File: src/logic/vis_pkg.sv
/*
 Package for the video input sync and field select block: register offsets,
 field positions, reset values, modes and carrier structs.
 Assumes a byte-wide register port and one 125 MHz core clock.
*/
package vis_pkg;
    // Register offsets
    localparam logic [7:0] VIS_OFF_FFW = 8'hC0;
    localparam logic [7:0] VIS_OFF_ARS = 8'hC1;
    localparam logic [7:0] VIS_OFF_SSP = 8'hC2;
    localparam logic [7:0] VIS_OFF_IFE = 8'hC3;
    // Reset values
    localparam logic [7:0] VIS_RST_FFW = 8'h14;
    localparam logic [7:0] VIS_RST_ARS = 8'h01;
    localparam logic [7:0] VIS_RST_SSP = 8'h04;
    localparam logic [7:0] VIS_RST_IFE = 8'h00;
    // Writable bit masks
    localparam logic [7:0] VIS_MSK_FFW = 8'hDE;
    localparam logic [7:0] VIS_MSK_ARS = 8'h3D;
    localparam logic [7:0] VIS_MSK_SSP = 8'h5E;
    localparam logic [7:0] VIS_MSK_IFE = 8'h03;
    // Field positions
    localparam int VIS_B_FRAME_SEL = 7;
    localparam int VIS_B_TEST_GEN = 6;
    localparam int VIS_B_FIELD_GEN = 4;
    localparam int VIS_B_FIELD_POL = 3;
    localparam int VIS_B_WIDTH_LO = 1;
    localparam int VIS_B_ACT_LO = 3;
    localparam int VIS_B_EMB_FIELD = 2;
    localparam int VIS_B_REGION = 0;
    localparam int VIS_B_SYNC_FIELD = 6;
    localparam int VIS_B_VS_SRC = 4;
    localparam int VIS_B_HS_SRC = 3;
    localparam int VIS_B_VS_POL = 2;
    localparam int VIS_B_HS_POL = 1;
    localparam int VIS_B_RGB565 = 1;
    localparam int VIS_B_EMB_SYNC = 0;
    // Width codes
    localparam logic [1:0] VIS_W8 = 2'h0;
    localparam logic [1:0] VIS_W16 = 2'h1;
    // Embedded code preamble bytes
    localparam logic [7:0] VIS_PRE_FF = 8'hFF;
    localparam logic [7:0] VIS_PRE_00 = 8'h00;
    localparam int VIS_BUF_DEPTH = 2;

    typedef enum logic [1:0] {
        VIS_SCAN = 2'b00,
        VIS_P1 = 2'b01,
        VIS_P2 = 2'b11,
        VIS_XY = 2'b10
    } vis_code_e;

    typedef struct packed {
        logic hValid;
        logic vValid;
        logic dValid;
        logic hSync;
        logic vSync;
        logic field;
        logic [23:0] data;
    } vis_pins_s;

    typedef struct packed {
        logic [23:0] pixel;
        logic rgb565;
        logic [1:0] width;
        logic hSync;
        logic vSync;
        logic field;
        logic framePulse;
    } vis_word_s;
endpackage : vis_pkg

File: src/logic/vis_sync2.sv
/*
 Two flip-flop synchroniser, parameterised width.
 Assumes the input comes from outside the ref_clk domain.
*/
`timescale 1ns/10ps
module vis_sync2 #(
    parameter int W = 1
) (
    // Clock and reset
    input wire logic ref_clk,
    input wire logic rst,
    // Data
    input wire logic [W-1:0] asyncIn,
    output logic [W-1:0] syncOut
);
    typedef struct packed {
        logic [W-1:0] s1;
        logic [W-1:0] s2;
    } vis_sy_s;
    vis_sy_s st_reg;
    vis_sy_s st_next;

    always_comb begin
        st_next.s1 = asyncIn;
        st_next.s2 = st_reg.s1;
    end

    always_ff @(posedge ref_clk or posedge rst) begin
        if (rst) begin
            st_reg <= '0;
        end else begin
            st_reg <= st_next;
        end
    end

    assign syncOut = st_reg.s2;
endmodule : vis_sync2

File: src/logic/vis_buf2.sv
/*
 Two-entry buffer with valid and ready on both sides.
 Assumes one clock; output data come from registers.
*/
`timescale 1ns/10ps
module vis_buf2 (
    // Clock and reset
    input wire logic ref_clk,
    input wire logic rst,
    // Fill side
    input wire logic inValid,
    output logic inReady,
    input wire vis_pkg::vis_word_s inWord,
    // Drain side
    output logic outValid,
    input wire logic outReady,
    output vis_pkg::vis_word_s outWord
);
    typedef struct packed {
        vis_pkg::vis_word_s [1:0] mem;
        logic rdPtr;
        logic wrPtr;
        logic [1:0] count;
    } vis_bf_s;
    vis_bf_s st_reg;
    vis_bf_s st_next;
    logic push;
    logic pop;

    assign inReady = (st_reg.count != 2'h2);
    assign outValid = (st_reg.count != 2'h0);
    assign outWord = st_reg.mem[st_reg.rdPtr];
    assign push = inValid && inReady;
    assign pop = outValid && outReady;

    always_comb begin
        st_next = st_reg;
        if (push) begin
            st_next.mem[st_reg.wrPtr] = inWord;
            st_next.wrPtr = ~st_reg.wrPtr;
        end
        if (pop) begin
            st_next.rdPtr = ~st_reg.rdPtr;
        end
        st_next.count = st_reg.count + {1'b0, push} - {1'b0, pop};
    end

    always_ff @(posedge ref_clk or posedge rst) begin
        if (rst) begin
            st_reg <= '0;
        end else begin
            st_reg <= st_next;
        end
    end
endmodule : vis_buf2

File: src/logic/vis_video_input.sv
/*
 Video input configuration and selection: four control registers, sync,
 field and active-video selection, polarity, width and 5-6-5 tagging.
 Assumes pixel pins and the pixel clock are asynchronous to ref_clk and
 that the pixel clock is well below a quarter of ref_clk.
*/
`timescale 1ns/10ps
module vis_video_input (
    // Clock and reset
    input wire logic ref_clk,
    input wire logic rst,
    // Register port
    input wire logic regWrite,
    input wire logic [7:0] regAddr,
    input wire logic [7:0] regWdata,
    output logic [7:0] regRdata,
    // Video pins
    input wire logic pixClk,
    input wire logic [23:0] pixData,
    input wire logic hValidPin,
    input wire logic vValidPin,
    input wire logic dValidPin,
    input wire logic ext_horizontal_sync_pin,
    input wire logic ext_vertical_sync_pin,
    input wire logic fieldPin,
    // Processed stream
    output logic outValid,
    input wire logic outReady,
    output vis_pkg::vis_word_s outWord,
    output logic activeVideo,
    output logic overflow
);
    typedef struct packed {
        logic [7:0] ffw;
        logic [7:0] ars;
        logic [7:0] ssp;
        logic [7:0] ife;
        logic [7:0] rdata;
        logic clkPrev;
        vis_pkg::vis_code_e code;
        logic embField;
        logic embV;
        logic embH;
        logic hPrev;
        logic vPrev;
        logic syncField;
        logic genField;
        logic active;
        logic ovf;
        vis_pkg::vis_word_s word;
        logic wordValid;
    } vis_st_s;
    vis_st_s st_reg;
    vis_st_s st_next;

    vis_pkg::vis_pins_s pinsAsync;
    vis_pkg::vis_pins_s pins;
    logic clkSync;
    logic bufReady;
    logic pixEdge;
    logic [1:0] width;
    logic [2:0] actSel;
    logic hRaw;
    logic vRaw;
    logic hSel;
    logic vSel;
    logic fieldSel;
    logic fieldOut;
    logic newFrame;
    logic actNext;
    logic [7:0] sample;

    assign pinsAsync = '{hValid: hValidPin, vValid: vValidPin, dValid: dValidPin,
                         hSync: ext_horizontal_sync_pin, vSync: ext_vertical_sync_pin,
                         field: fieldPin, data: pixData};

    vis_sync2 #(.W($bits(vis_pkg::vis_pins_s))) u_pinSync (
        .ref_clk(ref_clk),
        .rst(rst),
        .asyncIn(pinsAsync),
        .syncOut(pins)
    );

    vis_sync2 #(.W(1)) u_clkSync (
        .ref_clk(ref_clk),
        .rst(rst),
        .asyncIn(pixClk),
        .syncOut(clkSync)
    );

    vis_buf2 u_buf (
        .ref_clk(ref_clk),
        .rst(rst),
        .inValid(st_reg.wordValid),
        .inReady(bufReady),
        .inWord(st_reg.word),
        .outValid(outValid),
        .outReady(outReady),
        .outWord(outWord)
    );

    // Rising edge of the sampled pixel clock is the pixel enable
    assign pixEdge = clkSync && !st_reg.clkPrev;
    assign width = st_reg.ffw[vis_pkg::VIS_B_WIDTH_LO +: 2];
    assign actSel = st_reg.ars[vis_pkg::VIS_B_ACT_LO +: 3];
    assign sample = pins.data[15:8];

    always_comb begin
        // Sync source choice, embedded codes override the pin/strobe picks
        if (st_reg.ife[vis_pkg::VIS_B_EMB_SYNC]) begin
            hRaw = st_reg.embH;
            vRaw = st_reg.embV;
        end else begin
            hRaw = st_reg.ssp[vis_pkg::VIS_B_HS_SRC] ? pins.hValid : pins.hSync;
            vRaw = st_reg.ssp[vis_pkg::VIS_B_VS_SRC] ? pins.vValid : pins.vSync;
        end
        hSel = hRaw ^ st_reg.ssp[vis_pkg::VIS_B_HS_POL];
        vSel = vRaw ^ st_reg.ssp[vis_pkg::VIS_B_VS_POL];
        newFrame = vSel && !st_reg.vPrev;
        if (st_reg.ars[vis_pkg::VIS_B_EMB_FIELD]) begin
            fieldSel = st_reg.embField;
        end else if (st_reg.ssp[vis_pkg::VIS_B_SYNC_FIELD]) begin
            fieldSel = st_reg.syncField;
        end else if (st_reg.ffw[vis_pkg::VIS_B_FIELD_GEN]) begin
            fieldSel = st_reg.genField;
        end else begin
            fieldSel = pins.field;
        end
        fieldOut = fieldSel ^ st_reg.ffw[vis_pkg::VIS_B_FIELD_POL];
        // Active video qualification
        if (actSel[0]) begin
            actNext = st_reg.embH;
        end else if (actSel[1]) begin
            actNext = pins.hValid;
        end else if (actSel[2]) begin
            actNext = pins.hValid && pins.dValid;
        end else if (st_reg.ars[vis_pkg::VIS_B_REGION]) begin
            actNext = pins.hValid && pins.dValid;
        end else begin
            actNext = pins.hValid && pins.vValid;
        end
    end

    always_comb begin
        st_next = st_reg;
        st_next.clkPrev = clkSync;
        st_next.wordValid = 1'b0;
        // Register writes keep only the defined bits
        if (regWrite) begin
            case (regAddr)
                vis_pkg::VIS_OFF_FFW: st_next.ffw = regWdata & vis_pkg::VIS_MSK_FFW;
                vis_pkg::VIS_OFF_ARS: st_next.ars = regWdata & vis_pkg::VIS_MSK_ARS;
                vis_pkg::VIS_OFF_SSP: st_next.ssp = regWdata & vis_pkg::VIS_MSK_SSP;
                vis_pkg::VIS_OFF_IFE: st_next.ife = regWdata & vis_pkg::VIS_MSK_IFE;
                default: st_next.ffw = st_reg.ffw;
            endcase
        end
        case (regAddr)
            vis_pkg::VIS_OFF_FFW: st_next.rdata = st_reg.ffw;
            vis_pkg::VIS_OFF_ARS: st_next.rdata = st_reg.ars;
            vis_pkg::VIS_OFF_SSP: st_next.rdata = st_reg.ssp;
            vis_pkg::VIS_OFF_IFE: st_next.rdata = st_reg.ife;
            default: st_next.rdata = 8'h00;
        endcase
        if (pixEdge) begin
            // Embedded code search: FF 00 00 then the flag byte
            case (st_reg.code)
                vis_pkg::VIS_SCAN: begin
                    if (sample == vis_pkg::VIS_PRE_FF) begin
                        st_next.code = vis_pkg::VIS_P1;
                    end
                end
                vis_pkg::VIS_P1: begin
                    st_next.code = (sample == vis_pkg::VIS_PRE_00) ? vis_pkg::VIS_P2
                                                                   : vis_pkg::VIS_SCAN;
                end
                vis_pkg::VIS_P2: begin
                    st_next.code = (sample == vis_pkg::VIS_PRE_00) ? vis_pkg::VIS_XY
                                                                   : vis_pkg::VIS_SCAN;
                end
                vis_pkg::VIS_XY: begin
                    // Bit 6 field, bit 5 vertical blank, bit 4 end of active video
                    st_next.embField = sample[6];
                    st_next.embV = sample[5];
                    st_next.embH = !sample[4];
                    st_next.code = vis_pkg::VIS_SCAN;
                end
                default: st_next.code = vis_pkg::VIS_SCAN;
            endcase
            st_next.hPrev = hSel;
            st_next.vPrev = vSel;
            // Odd field when vertical sync starts away from the line start
            if (newFrame) begin
                st_next.syncField = !(hSel && !st_reg.hPrev);
                st_next.genField = !st_reg.genField;
            end
            st_next.active = actNext;
            st_next.word.pixel = (width == vis_pkg::VIS_W8) ? {16'h0000, sample}
                               : (width == vis_pkg::VIS_W16) ? {8'h00, pins.data[15:0]}
                               : pins.data;
            st_next.word.width = width;
            st_next.word.rgb565 = st_reg.ife[vis_pkg::VIS_B_RGB565]
                                  && (width == vis_pkg::VIS_W16);
            st_next.word.hSync = hSel;
            st_next.word.vSync = vSel;
            st_next.word.field = fieldOut;
            st_next.word.framePulse = st_reg.ffw[vis_pkg::VIS_B_FRAME_SEL]
                                      ? newFrame : (fieldOut != st_reg.word.field);
            st_next.wordValid = actNext;
            // A full buffer drops the word; sticky flag reports it
            if (actNext && !bufReady) begin
                st_next.ovf = 1'b1;
            end
        end
    end

    always_ff @(posedge ref_clk or posedge rst) begin
        if (rst) begin
            st_reg <= '0;
            st_reg.ffw <= vis_pkg::VIS_RST_FFW;
            st_reg.ars <= vis_pkg::VIS_RST_ARS;
            st_reg.ssp <= vis_pkg::VIS_RST_SSP;
            st_reg.ife <= vis_pkg::VIS_RST_IFE;
        end else begin
            st_reg <= st_next;
        end
    end

    assign regRdata = st_reg.rdata;
    assign activeVideo = st_reg.active;
    assign overflow = st_reg.ovf;

    // Assertions
    unused_bits_a: assert property (@(posedge ref_clk) disable iff (rst)
        (st_reg.ffw & ~vis_pkg::VIS_MSK_FFW) == 8'h00 && st_reg.ife[7:2] == 6'h00)
        else $error("Unused register bit set");
    width_map_a: assert property (@(posedge ref_clk) disable iff (rst)
        st_reg.wordValid && st_reg.word.width == vis_pkg::VIS_W8 |-> st_reg.word.pixel[23:8] == 16'h0000)
        else $error("8-bit word carries high bits");
    rgb_tag_a: assert property (@(posedge ref_clk) disable iff (rst)
        st_reg.word.rgb565 |-> st_reg.word.width == vis_pkg::VIS_W16)
        else $error("5-6-5 tag outside 16-bit mode");
    hsync_pol_a: assert property (@(posedge ref_clk) disable iff (rst)
        pixEdge && !st_reg.ife[0] && !st_reg.ssp[3] |=> st_reg.hPrev == ($past(pins.hSync) ^ $past(st_reg.ssp[1])))
        else $error("Horizontal sync source or polarity wrong");
    vsync_pol_a: assert property (@(posedge ref_clk) disable iff (rst)
        pixEdge && !st_reg.ife[0] && st_reg.ssp[4] |=> st_reg.vPrev == ($past(pins.vValid) ^ $past(st_reg.ssp[2])))
        else $error("Vertical sync source or polarity wrong");
    emb_sync_a: assert property (@(posedge ref_clk) disable iff (rst)
        pixEdge && st_reg.ife[0] |=> st_reg.hPrev == ($past(st_reg.embH) ^ $past(st_reg.ssp[1])))
        else $error("Embedded sync not used");
    field_emb_a: assert property (@(posedge ref_clk) disable iff (rst)
        pixEdge && st_reg.ars[2] |=> st_reg.word.field == ($past(st_reg.embField) ^ $past(st_reg.ffw[3])))
        else $error("Field not from embedded flag");
    region_sel_a: assert property (@(posedge ref_clk) disable iff (rst)
        pixEdge && actSel == 3'h0 && !st_reg.ars[0] |=> st_reg.active == ($past(pins.hValid) && $past(pins.vValid)))
        else $error("Region qualification wrong");
    field_pin_a: assert property (@(posedge ref_clk) disable iff (rst)
        pixEdge && !st_reg.ars[2] && !st_reg.ssp[6] && !st_reg.ffw[4]
        |=> st_reg.word.field == ($past(pins.field) ^ $past(st_reg.ffw[3])))
        else $error("Field not from field pin");
    frame_pulse_a: assert property (@(posedge ref_clk) disable iff (rst)
        pixEdge && st_reg.ffw[7] |=> st_reg.word.framePulse == ($past(vSel) && !$past(st_reg.vPrev)))
        else $error("Frame pulse not from vertical sync");
endmodule : vis_video_input

File: config.mk
export PLATFORM = sky130hd
export DESIGN_NAME = vis_video_input
export DESIGN_NICKNAME = d
export VERILOG_FILES = /design/src/logic/vis_pkg.sv /design/src/logic/vis_sync2.sv /design/src/logic/vis_buf2.sv /design/src/logic/vis_video_input.sv
export SDC_FILE = /design/constraint.sdc
export NUM_CORES = 1
export LEC_CHECK = 0
export BUFFER_PORTS_ARGS = -buffer_cell sky130_fd_sc_hd__buf_4
export CORE_ASPECT_RATIO = 0.75
export CORE_MARGIN = 8
export CORE_UTILIZATION = 62
export DETAILED_ROUTE_END_ITERATION = 10
export GPL_TIMING_DRIVEN = 1
export HOLD_SLACK_MARGIN = 0.06
export PLACE_DENSITY = 0.81
export SLEW_MARGIN = 30
export SYNTH_ARGS = -nofsm -noshare
export SYNTH_HDL_FRONTEND = slang
export SYNTH_SLANG_ARGS = --single-unit
File: constraint.sdc
create_clock -name ref_clk -period 16.75 [get_ports ref_clk]
set_input_delay 5.025 -clock ref_clk [delete_from_list [all_inputs] [get_ports ref_clk]]
set_output_delay 5.025 -clock ref_clk [all_outputs]
set_load 0.01 [all_outputs]
==> impl_metrics.ini, run 1 <==
[clock_network]
clock_latency_ns = 0.43
cts_max_level = 4
clkSinkCount = 196
clk_pin_slew_ns = 0.07
ctsHoldBuffers = 0
postCtsSetupBuffers = 0
cts_resized = 0
cts_tree = yes
cts_inserted_buffers = 17
cts-root-buf = clkbuf_16
cts_buffer_depth = 2

[floorplan]
floorplan.initialDensity = 0.641
chipWidth_um = 143
ioPinCount = 93
floorplan.rows = 34
die_y_um = 111
die_area_mm2 = 0.0159
core-area_mm2 = 0.0117

[timing]
worst_slew_pin_slew_ns = 0.800
relSlewSlack = 0.466
rsz0062_at_grt = false
max_freq_mhz = 144
tns_ns = 0
hold_viol_final = 0
finalSetupViolCount = 0
slew_violations = 0
skew_ns = 0.0168
final.period_utilization = 0.413
fin_crit_ns = 6.92

[drt]
viasPerCell = 5.41
route.detailed.wl_per_inst_um = 18.1
via_count = 4186
met3WireLength_um = 714
route.detailed.drc = 0
dr.pass1.iters = 5
wl_met1_um = 6570
wl_met2_um = 6660
ant_nets = 0
highest_layer = met4
first_iter_violations = 254
drt_wl_total_um = 14000

[critical_path]
cp_max_fo = 27
rr_endpoint = u_buf.st_reg[14]
worstPathRequired_ns = 11.72
slowest_stage = dfrtp_1
timing.rr.start = u_buf.st_reg[1]
end_kind = output pin
reg2reg_depth = 5
rrSetupSlack_ns = 14.52
cp_data_arrival_time_ns = 1.90
startpoint = u_buf.st_reg[3]
crit_chain = buf_4, mux2_2, buf_4
crit_cells = 3
startpoint_type = flip-flop
path_common_cell = buf_4
worstSetupPathType = reg -> out
critPathBufInv = 2
worst_path_dominant_cell_family = buffers and inverters
endpoint = outWord[3]
worst_path_largest_cell_delay_ns = 0.48

[finish]
drive_gt1_frac = 0.430
area_growth_pct = 18.8
finalNetCount = 652
diodes = 0
final_cell_mix = dfrtp_1 (192), mux2_2 (111), buf_4 (96), nand2_1 (39), o21ai_0 (23)
largest_register_ffs = 66
instances_no_fill = 774
layout_commonest_cell = dfrtp_1

[global_route]
grt_overflow_total = 0
groute.usage.overall = 0.190
grt_pass1_wl_um = 23500
grt_pass1_vias = 4435
grt_start_max_net_pins = 107
antenna_found_initial = 0

[min_path]
hold_path.class = reg -> reg
hold_depth = 0

[synth]
synth_top_area_share = 0.643
syn_inst = 511
synth_largest_area_cell = dfrtp_1
syn-num-nets = 564
yosys-top-cells-area = dfrtp_1 (64%), mux2_2 (17%), mux2i_1 (2.4%), nand2_1 (2.0%), o21ai_0 (1.5%)
synth-seq-cells = 196
yosys_warnings = 0
syn_avg_cell_area_um2 = 14.6
synth_cell_types = 47
synth_seq_area_share = 0.657
syn-cell-area_mm2 = 0.00747

[power]
ir_drop_mv = 0.108
p_per_area_mw_per_mm2 = 132
p_leak_nw = 4.39

[run_status]
status = finished clean

[place]
port_buffers = 92
dp_hpwl_um = 9680
gp_congestion = 0.789
dp_cells = 742

[job]
cap_violations = 0
worst min path at each step:
stage | slack [ns] | endpoint | start
global placement | 0.33 | u_clkSync.syncOut | u_clkSync.st_next[0]
finish | 0.35 | u_pinSync.syncOut[17] | u_pinSync.st_next[17]
global route | 0.36 | u_pinSync.syncOut[17] | u_pinSync.st_next[17]
detailed placement | 0.33 | u_pinSync.syncOut[24] | u_pinSync.st_next[24]
floorplan | 0.33 | u_clkSync.syncOut | u_clkSync.st_next[0]
CTS | 0.35 | u_pinSync.syncOut[24] | u_pinSync.st_next[24]
power breakdown:
group	internal [W]	switching (W)	total [W]
clock network	0.000215	0.000190	0.000405
logic	0.000108	0.0000907	0.000198
registers	0.000528	0.0000358	0.000564
total	0.000851	0.000316	0.00117
through the flow:
stage	cell area [um2]	worst slack, ns	util	power, W	hold slack, ns
3_3_place_gp	8260	9.99	0.709	0.000761	0.331
3_5_place_dp	8260	10.16	0.709	0.000773	0.335
6_report	8870	9.83	0.761	0.00117	0.349
4_1_cts	8870	9.80	0.761	0.00118	0.351
5_1_grt	8870	9.74	0.761	0.00122	0.355
2_1_floorplan	7470	6.39	-	0.000687	0.331
area by class of cell:
type | count | area [um2]
inverter | 6 | 30.0
clock inverter | 15 | 183
tap | 162 | 203
timing repair buffer | 97 | 732
multi-input combinational | 281 | 2390
sequential | 196 | 4910
fill | 746 | 2780
clock buffer | 17 | 425
worst reg2reg max path: cells and delay by family, from the launching register on:
| family | cells | cell delay (ns) |
|---|---|---|
| buffers and inverters | 1 | 0.41 |
| DFF | 1 | 0.43 |
| muxes | 1 | 0.40 |
| and+or+nand+nor | 3 | 0.88 |
per-layer routing:
layer / up-vias / global-route usage
met2: 90 / 0.281
met4: 0 / 0.0572
met5: - / 0
met1: 2120 / 0.271
met3: 6 / 0.0495
li1: 1970 / -
synth_stat cells (all sizes together):
master   number
dfrtp       192
mux2        116
nand2        39
o21ai        23
buf          19
nor2         19
mux2i        18
clkbuf        9
a22o          8
and3          6
inv           6
a21oi         5
nand4         5
dfstp         4
nand3         4
nor3b         4
a31oi         3
xnor2         3
xor2          3
ha            2
nand2b        2
nor2b         2
nor3          2
nor4          2
o311ai        2
a2111oi       1
a21o          1
a22oi         1
a31o          1
and2          1
and4b         1
nand4b        1
nor4b         1
o21a          1
o31ai         1
o41a          1
or2           1
or3b          1
logic make-up after synthesis:
family / count (synthesis) / synth area share
buf+inv: 34 / 0.0233
compound gates: 48 / 0.0427
simple gates: 91 / 0.0647
fa+ha+maj: 2 / 0.00335
flops: 196 / 0.657
xor+xnor: 6 / 0.00704
mux: 134 / 0.202
No activity file was read; power rests on OpenSTA's default activity.
==> run 2, diff against run 1 <==
--- a/config.mk
+++ b/config.mk
@@ -8,11 +8,11 @@
 export BUFFER_PORTS_ARGS = -buffer_cell sky130_fd_sc_hd__buf_4
 export CORE_ASPECT_RATIO = 0.75
 export CORE_MARGIN = 8
-export CORE_UTILIZATION = 62
+export CORE_UTILIZATION = 52
 export DETAILED_ROUTE_END_ITERATION = 10
 export GPL_TIMING_DRIVEN = 1
 export HOLD_SLACK_MARGIN = 0.06
-export PLACE_DENSITY = 0.81
+export PLACE_DENSITY = 0.73
 export SLEW_MARGIN = 30
 export SYNTH_ARGS = -nofsm -noshare
 export SYNTH_HDL_FRONTEND = slang
==> constraint.sdc (replaced) <==
create_clock -name ref_clk -period 5.7 [get_ports ref_clk]
set_input_delay 1.71 -clock ref_clk [delete_from_list [all_inputs] [get_ports ref_clk]]
set_output_delay 1.71 -clock ref_clk [all_outputs]
set_load 0.01 [all_outputs]
==> run 2 against run 1 <==
Compared with the run above: first-iteration DRC count decreased by 14%; combinational power increased to 3.0 times the previous value; sequential power increased to 2.9 times the previous value; wire length increased by 3.6%; global-route usage decreased by 2.3 points.
==> impl_metrics.ini, run 2 (synthesis gave the netlist of run 1 again) <==
[place]
gp_congestion = 0.768
port_buffers = 92
dp_hpwl_um = 9430

[timing]
fin_crit_ns = 3.49
hold_viol_final = 0
tns_ns = 0
slew_violations = 0
final.period_utilization = 0.612
max_freq_mhz = 287
finalSetupViolCount = 0
rsz0062_at_grt = false
hold_ws_ns = 0.348
relSlewSlack = 0.517
worst_slew_pin_slew_ns = 0.724
skew_ns = 0.00516

[drt]
viasPerCell = 5.34
first_iter_violations = 219
dr.pass1.iters = 4
route.detailed.drc = 0
drt_wl_total_um = 14500
via_count = 4228
ant_nets = 0
route.detailed.wl_per_inst_um = 18.3

[critical_path]
cp_max_fo = 32
cp_data_arrival_time_ns = 1.78
worstPathRequired_ns = 3.99
worstSetupPathType = reg -> out
startpoint_type = flip-flop
end_kind = output pin

[floorplan]
chipWidth_um = 154
die_area_mm2 = 0.0185
ioPinCount = 93
floorplan.rows = 38
die_y_um = 120
core-area_mm2 = 0.0143
floorplan.initialDensity = 0.524

[min_path]
hold_path.class = reg -> reg

[finish]
drive_gt1_frac = 0.430
largest_register_ffs = 66
finalNetCount = 652
layout_commonest_cell = dfrtp_1
diodes = 0
fin_util = 0.633
final_cell_mix = dfrtp_1 (192), mux2_2 (111), buf_4 (94), nand2_1 (39), o21ai_0 (23)
area_growth_pct = 20.9

[global_route]
groute.usage.overall = 0.167
grt_start_max_net_pins = 197
grt_pass1_wl_um = 24100
grt_overflow_total = 0
antenna_found_initial = 0
grt_pass1_vias = 4604

[power]
p_leak_nw = 4.43
ir_drop_mv = 0.257
p_per_area_mw_per_mm2 = 398

[job]
cap_violations = 0

[clock_network]
clock_latency_ns = 0.43
clkSinkCount = 196
cts_max_level = 4
ctsHoldBuffers = 0
cts-root-buf = clkbuf_16
cts_tree = yes
clk_pin_slew_ns = 0.07
cts_inserted_buffers = 17
postCtsSetupBuffers = 0
cts_resized = 0
cts_buffer_depth = 2

[run_status]
status = finished clean
-- run 2: cell types whose count changed in the layout (fill, tap and decap cells not counted), sizes merged --
cell,delta
bufinv,+5
clkbuf,+3
clkinv,-3
clkinvlp,+4
inv,-9
-- run 2: area by class of cell --
| type | count | area (um2) |
|---|---|---|
| fillers | 1071 | 5230 |
| flip-flops and latches | 196 | 4910 |
| multi-input cells | 281 | 2410 |
| repair buffers | 97 | 781 |
| clock buffers | 20 | 457 |
| clock inverters | 12 | 225 |
| well taps | 180 | 225 |
| inverters | 6 | 26.3 |
-- run 2: per-stage QoR --
stage	setup WS, ns	instances	area, um2	power, W
after global placement	2.50	758	8290	0.00225
after global routing	2.12	792	9030	0.00375
after detailed placement	2.41	759	8310	0.00227
after CTS	2.18	791	9000	0.00363
after floorplan	1.46	511	7470	0.00202
final	2.21	792	9030	0.00360
-- run 2: final timing paths --
check	start	endpoint	slack (ns)	cells after the start
setup reg to reg	u_buf.st_reg[1]	u_buf.st_reg[33]	3.77	5
hold reg to reg	u_pinSync.st_next[8]	u_pinSync.syncOut[8]	0.35	0
min in group asynchronous	rst	regRdata[1]	1.36	3
max in group asynchronous	rst	st_reg[9]	3.39	4
setup / recovery	u_buf.st_reg[3]	outWord[1]	2.21	3
hold / removal	u_pinSync.st_next[8]	u_pinSync.syncOut[8]	0.35	0
-- run 2: power breakdown --
group	internal [W]	leakage, nW	total [W]	switching (W)
sequential	0.00155	2.51	0.00165	0.0000970
clock	0.000848	0.323	0.00135	0.000507
combinational	0.000321	1.60	0.000594	0.000273
-- run 2: layer usage --
layer / vias to the layer above / part of all wire / track usage
li1: 1960 / - / -
met4: 0 / 0.013 / 0.0690
met1: 2158 / 0.46 / 0.221
met2: 92 / 0.48 / 0.260
met5: - / 0 / 0
met3: 18 / 0.044 / 0.0435
-- run 2: worst max-delay path, stage by stage, from the launching register on --
cell and delay, ns:
dfrtp_1 0.33, buf_4 0.42, mux2_2 0.42, buf_4 0.15
==> run 3, diff against run 2 <==
--- a/config.mk
+++ b/config.mk
@@ -5,6 +5,7 @@
 export SDC_FILE = /design/constraint.sdc
 export NUM_CORES = 1
 export LEC_CHECK = 0
+export ABC_AREA = 1
 export BUFFER_PORTS_ARGS = -buffer_cell sky130_fd_sc_hd__buf_4
 export CORE_ASPECT_RATIO = 0.75
 export CORE_MARGIN = 8
==> constraint.sdc (replaced) <==
create_clock -name ref_clk -period 3.15 [get_ports ref_clk]
set_input_delay 0.945 -clock ref_clk [delete_from_list [all_inputs] [get_ports ref_clk]]
set_output_delay 0.945 -clock ref_clk [all_outputs]
set_load 0.01 [all_outputs]
==> run 3 against run 2 <==
Compared with the run above: sequential power is 77% higher; via count is 21% higher; critical path depth is 2 higher; worst setup slack worse by 1.7 ns; largest power group unchanged.
==> impl_metrics.ini, run 3 <==
[run_status]
status = finished clean

[finish]
fillers = 1087
design_area_mm2 = 0.00878
drive_gt1_frac = 0.179
final_cell_mix = nand2_1 (219), dfrtp_1 (192), o21ai_0 (114), buf_4 (96), inv_1 (72)
multiInputGateArea_mm2 = 0.00200
diodes = 0
layout_commonest_cell = nand2_1
register_area_mm2 = 0.00491
largest_register_ffs = 66
finalNetCount = 873
area_growth_pct = 19.4

[drt]
route.detailed.wl_per_inst_um = 15.2
viasPerCell = 5.07
ant_nets = 0
dr.pass1.iters = 5
route.detailed.drc = 0
via_count = 5111
first_iter_violations = 355
drt_wl_total_um = 15300

[global_route]
grt_pass1_wl_um = 25700
grt_start_max_net_pins = 64
grt_pass1_vias = 5116
groute.usage.overall = 0.176
grt_overflow_total = 0
antenna_found_initial = 0

[critical_path]
cp_max_fo = 29
end_kind = output pin
worstPathRequired_ns = 2.20
worstSetupPathType = reg -> out
cp_data_arrival_time_ns = 1.66
startpoint_type = flip-flop

[floorplan]
chipWidth_um = 153
die_y_um = 119
floorplan.initialDensity = 0.535
core-area_mm2 = 0.0137
die_area_mm2 = 0.0182
ioPinCount = 93
floorplan.rows = 37

[timing]
fin_crit_ns = 2.60
worst_slew_pin_slew_ns = 0.639
tns_ns = 0
hold_ws_ns = 0.348
skew_ns = 0.00574
hold_viol_final = 0
max_freq_mhz = 384
rsz0062_at_grt = false
slew_violations = 0
final.period_utilization = 0.827
finalSetupViolCount = 0
relSlewSlack = 0.573

[synth]
syn_avg_cell_area_um2 = 9.96
ys_top_cells_by_count = nand2_1 (220), dfrtp_1 (192), o21ai_0 (114)
synth_largest_area_cell = dfrtp_1
synth_top_area_share = 0.654
yosys_warnings = 0
yosys-top-cells-area = dfrtp_1 (65%), nand2_1 (11%), o21ai_0 (7.8%), inv_1 (3.7%), nand3_1 (2.3%)
yosysMostFrequentCell = nand2_1
synth-seq-cells = 196
syn_inst = 738
synth_seq_area_share = 0.668
ys_async_sr_fraction = 1.00
syn-cell-area_mm2 = 0.00735
syn-num-nets = 791
synth_cell_types = 29
synth_top_flop_cell = dfrtp_1
synth_edf_count = 0

[power]
ir_drop_mv = 0.405
p_leak_nw = 4.32
p_per_area_mw_per_mm2 = 684

[job]
cap_violations = 0

[clock_network]
cts_tree = yes
cts_max_level = 4
cts-root-buf = clkbuf_16
clkSinkCount = 196
clk_pin_slew_ns = 0.06
clock_latency_ns = 0.43
postCtsSetupBuffers = 0
cts_buffer_depth = 2
cts_inserted_buffers = 17
ctsHoldBuffers = 0
cts_resized = 0

[place]
gp_congestion = 0.852
place_area_mm2 = 0.00818
dp_hpwl_um = 10200
port_buffers = 92

[min_path]
hold_path.class = reg -> reg
-- run 3: cell count changes after synthesis, sizes merged, moves of 11 or more --
cell,previous run,this run
mux2,116,0
nand2,39,223
nand3,4,34
inv,6,73
mux2i,18,0
o21ai,23,119
clkbuf,9,20
-- run 3: worst paths after layout --
| path | start | end | slack (ns) | cells after the start |
|---|---|---|---|---|
| max in group asynchronous | rst | u_buf.st_reg[19] | 1.81 | 3 |
| min in group asynchronous | rst | st_reg[29] | 0.58 | 2 |
| hold / removal | u_pinSync.st_next[29] | u_pinSync.syncOut[29] | 0.35 | 0 |
| setup reg to reg | st_reg[43] | st_reg[15] | 1.39 | 4 |
| hold reg to reg | u_pinSync.st_next[29] | u_pinSync.syncOut[29] | 0.35 | 0 |
| setup / recovery | u_buf.st_reg[3] | outWord[12] | 0.55 | 5 |
-- run 3: layout make-up --
type | count | share of cell area
clock inverter | 11 | 0.0144
timing repair buffer | 99 | 0.0889
inverter | 73 | 0.0316
multi-input combinational | 433 | 0.228
sequential | 196 | 0.559
tap | 175 | 0.0249
clock buffer | 21 | 0.0525
-- run 3: power by group --
| group | switching, W | internal, W |
|---|---|---|
| registers | 0.000141 | 0.00278 |
| clock network | 0.000903 | 0.00122 |
| logic | 0.000596 | 0.000369 |
-- run 3: metrics by stage --
step	power (W)	util	std cells	setup slack (ns)
after floorplan	0.00350	-	738	-0.324
after global placement	0.00390	0.595	976	0.879
after detailed placement	0.00394	0.595	976	0.824
after CTS	0.00607	0.638	1008	0.520
after global routing	0.00632	0.638	1008	0.431
final	0.00601	0.638	1008	0.545
-- run 3: cell families (layout without fill, tap and decap cells) --
logic type	count (synthesis)	after routing	synth area share
and+or+nand+nor	291	291	0.162
adders and majority gates	2	2	0.00340
xor gates and xnor gates	5	5	0.00596
DFF	196	196	0.668
buffers and inverters	109	204	0.0619
AOI/OAI and AO/OA	135	135	0.0985
-- run 3: routing by layer --
metal	wire, um	up-vias	track usage
met5	0	-	0
li1	-	2508	-
met4	157	0	0.0518
met1	7390	2476	0.242
met2	6900	115	0.263
met3	827	12	0.0549
-- run 3: critical path, cell delays in order (launching register included) --
cell,delay (ns)
dfrtp_1,0.39
inv_1,0.12
buf_4,0.34
nand2_1,0.10
nand2_1,0.13
buf_4,0.14
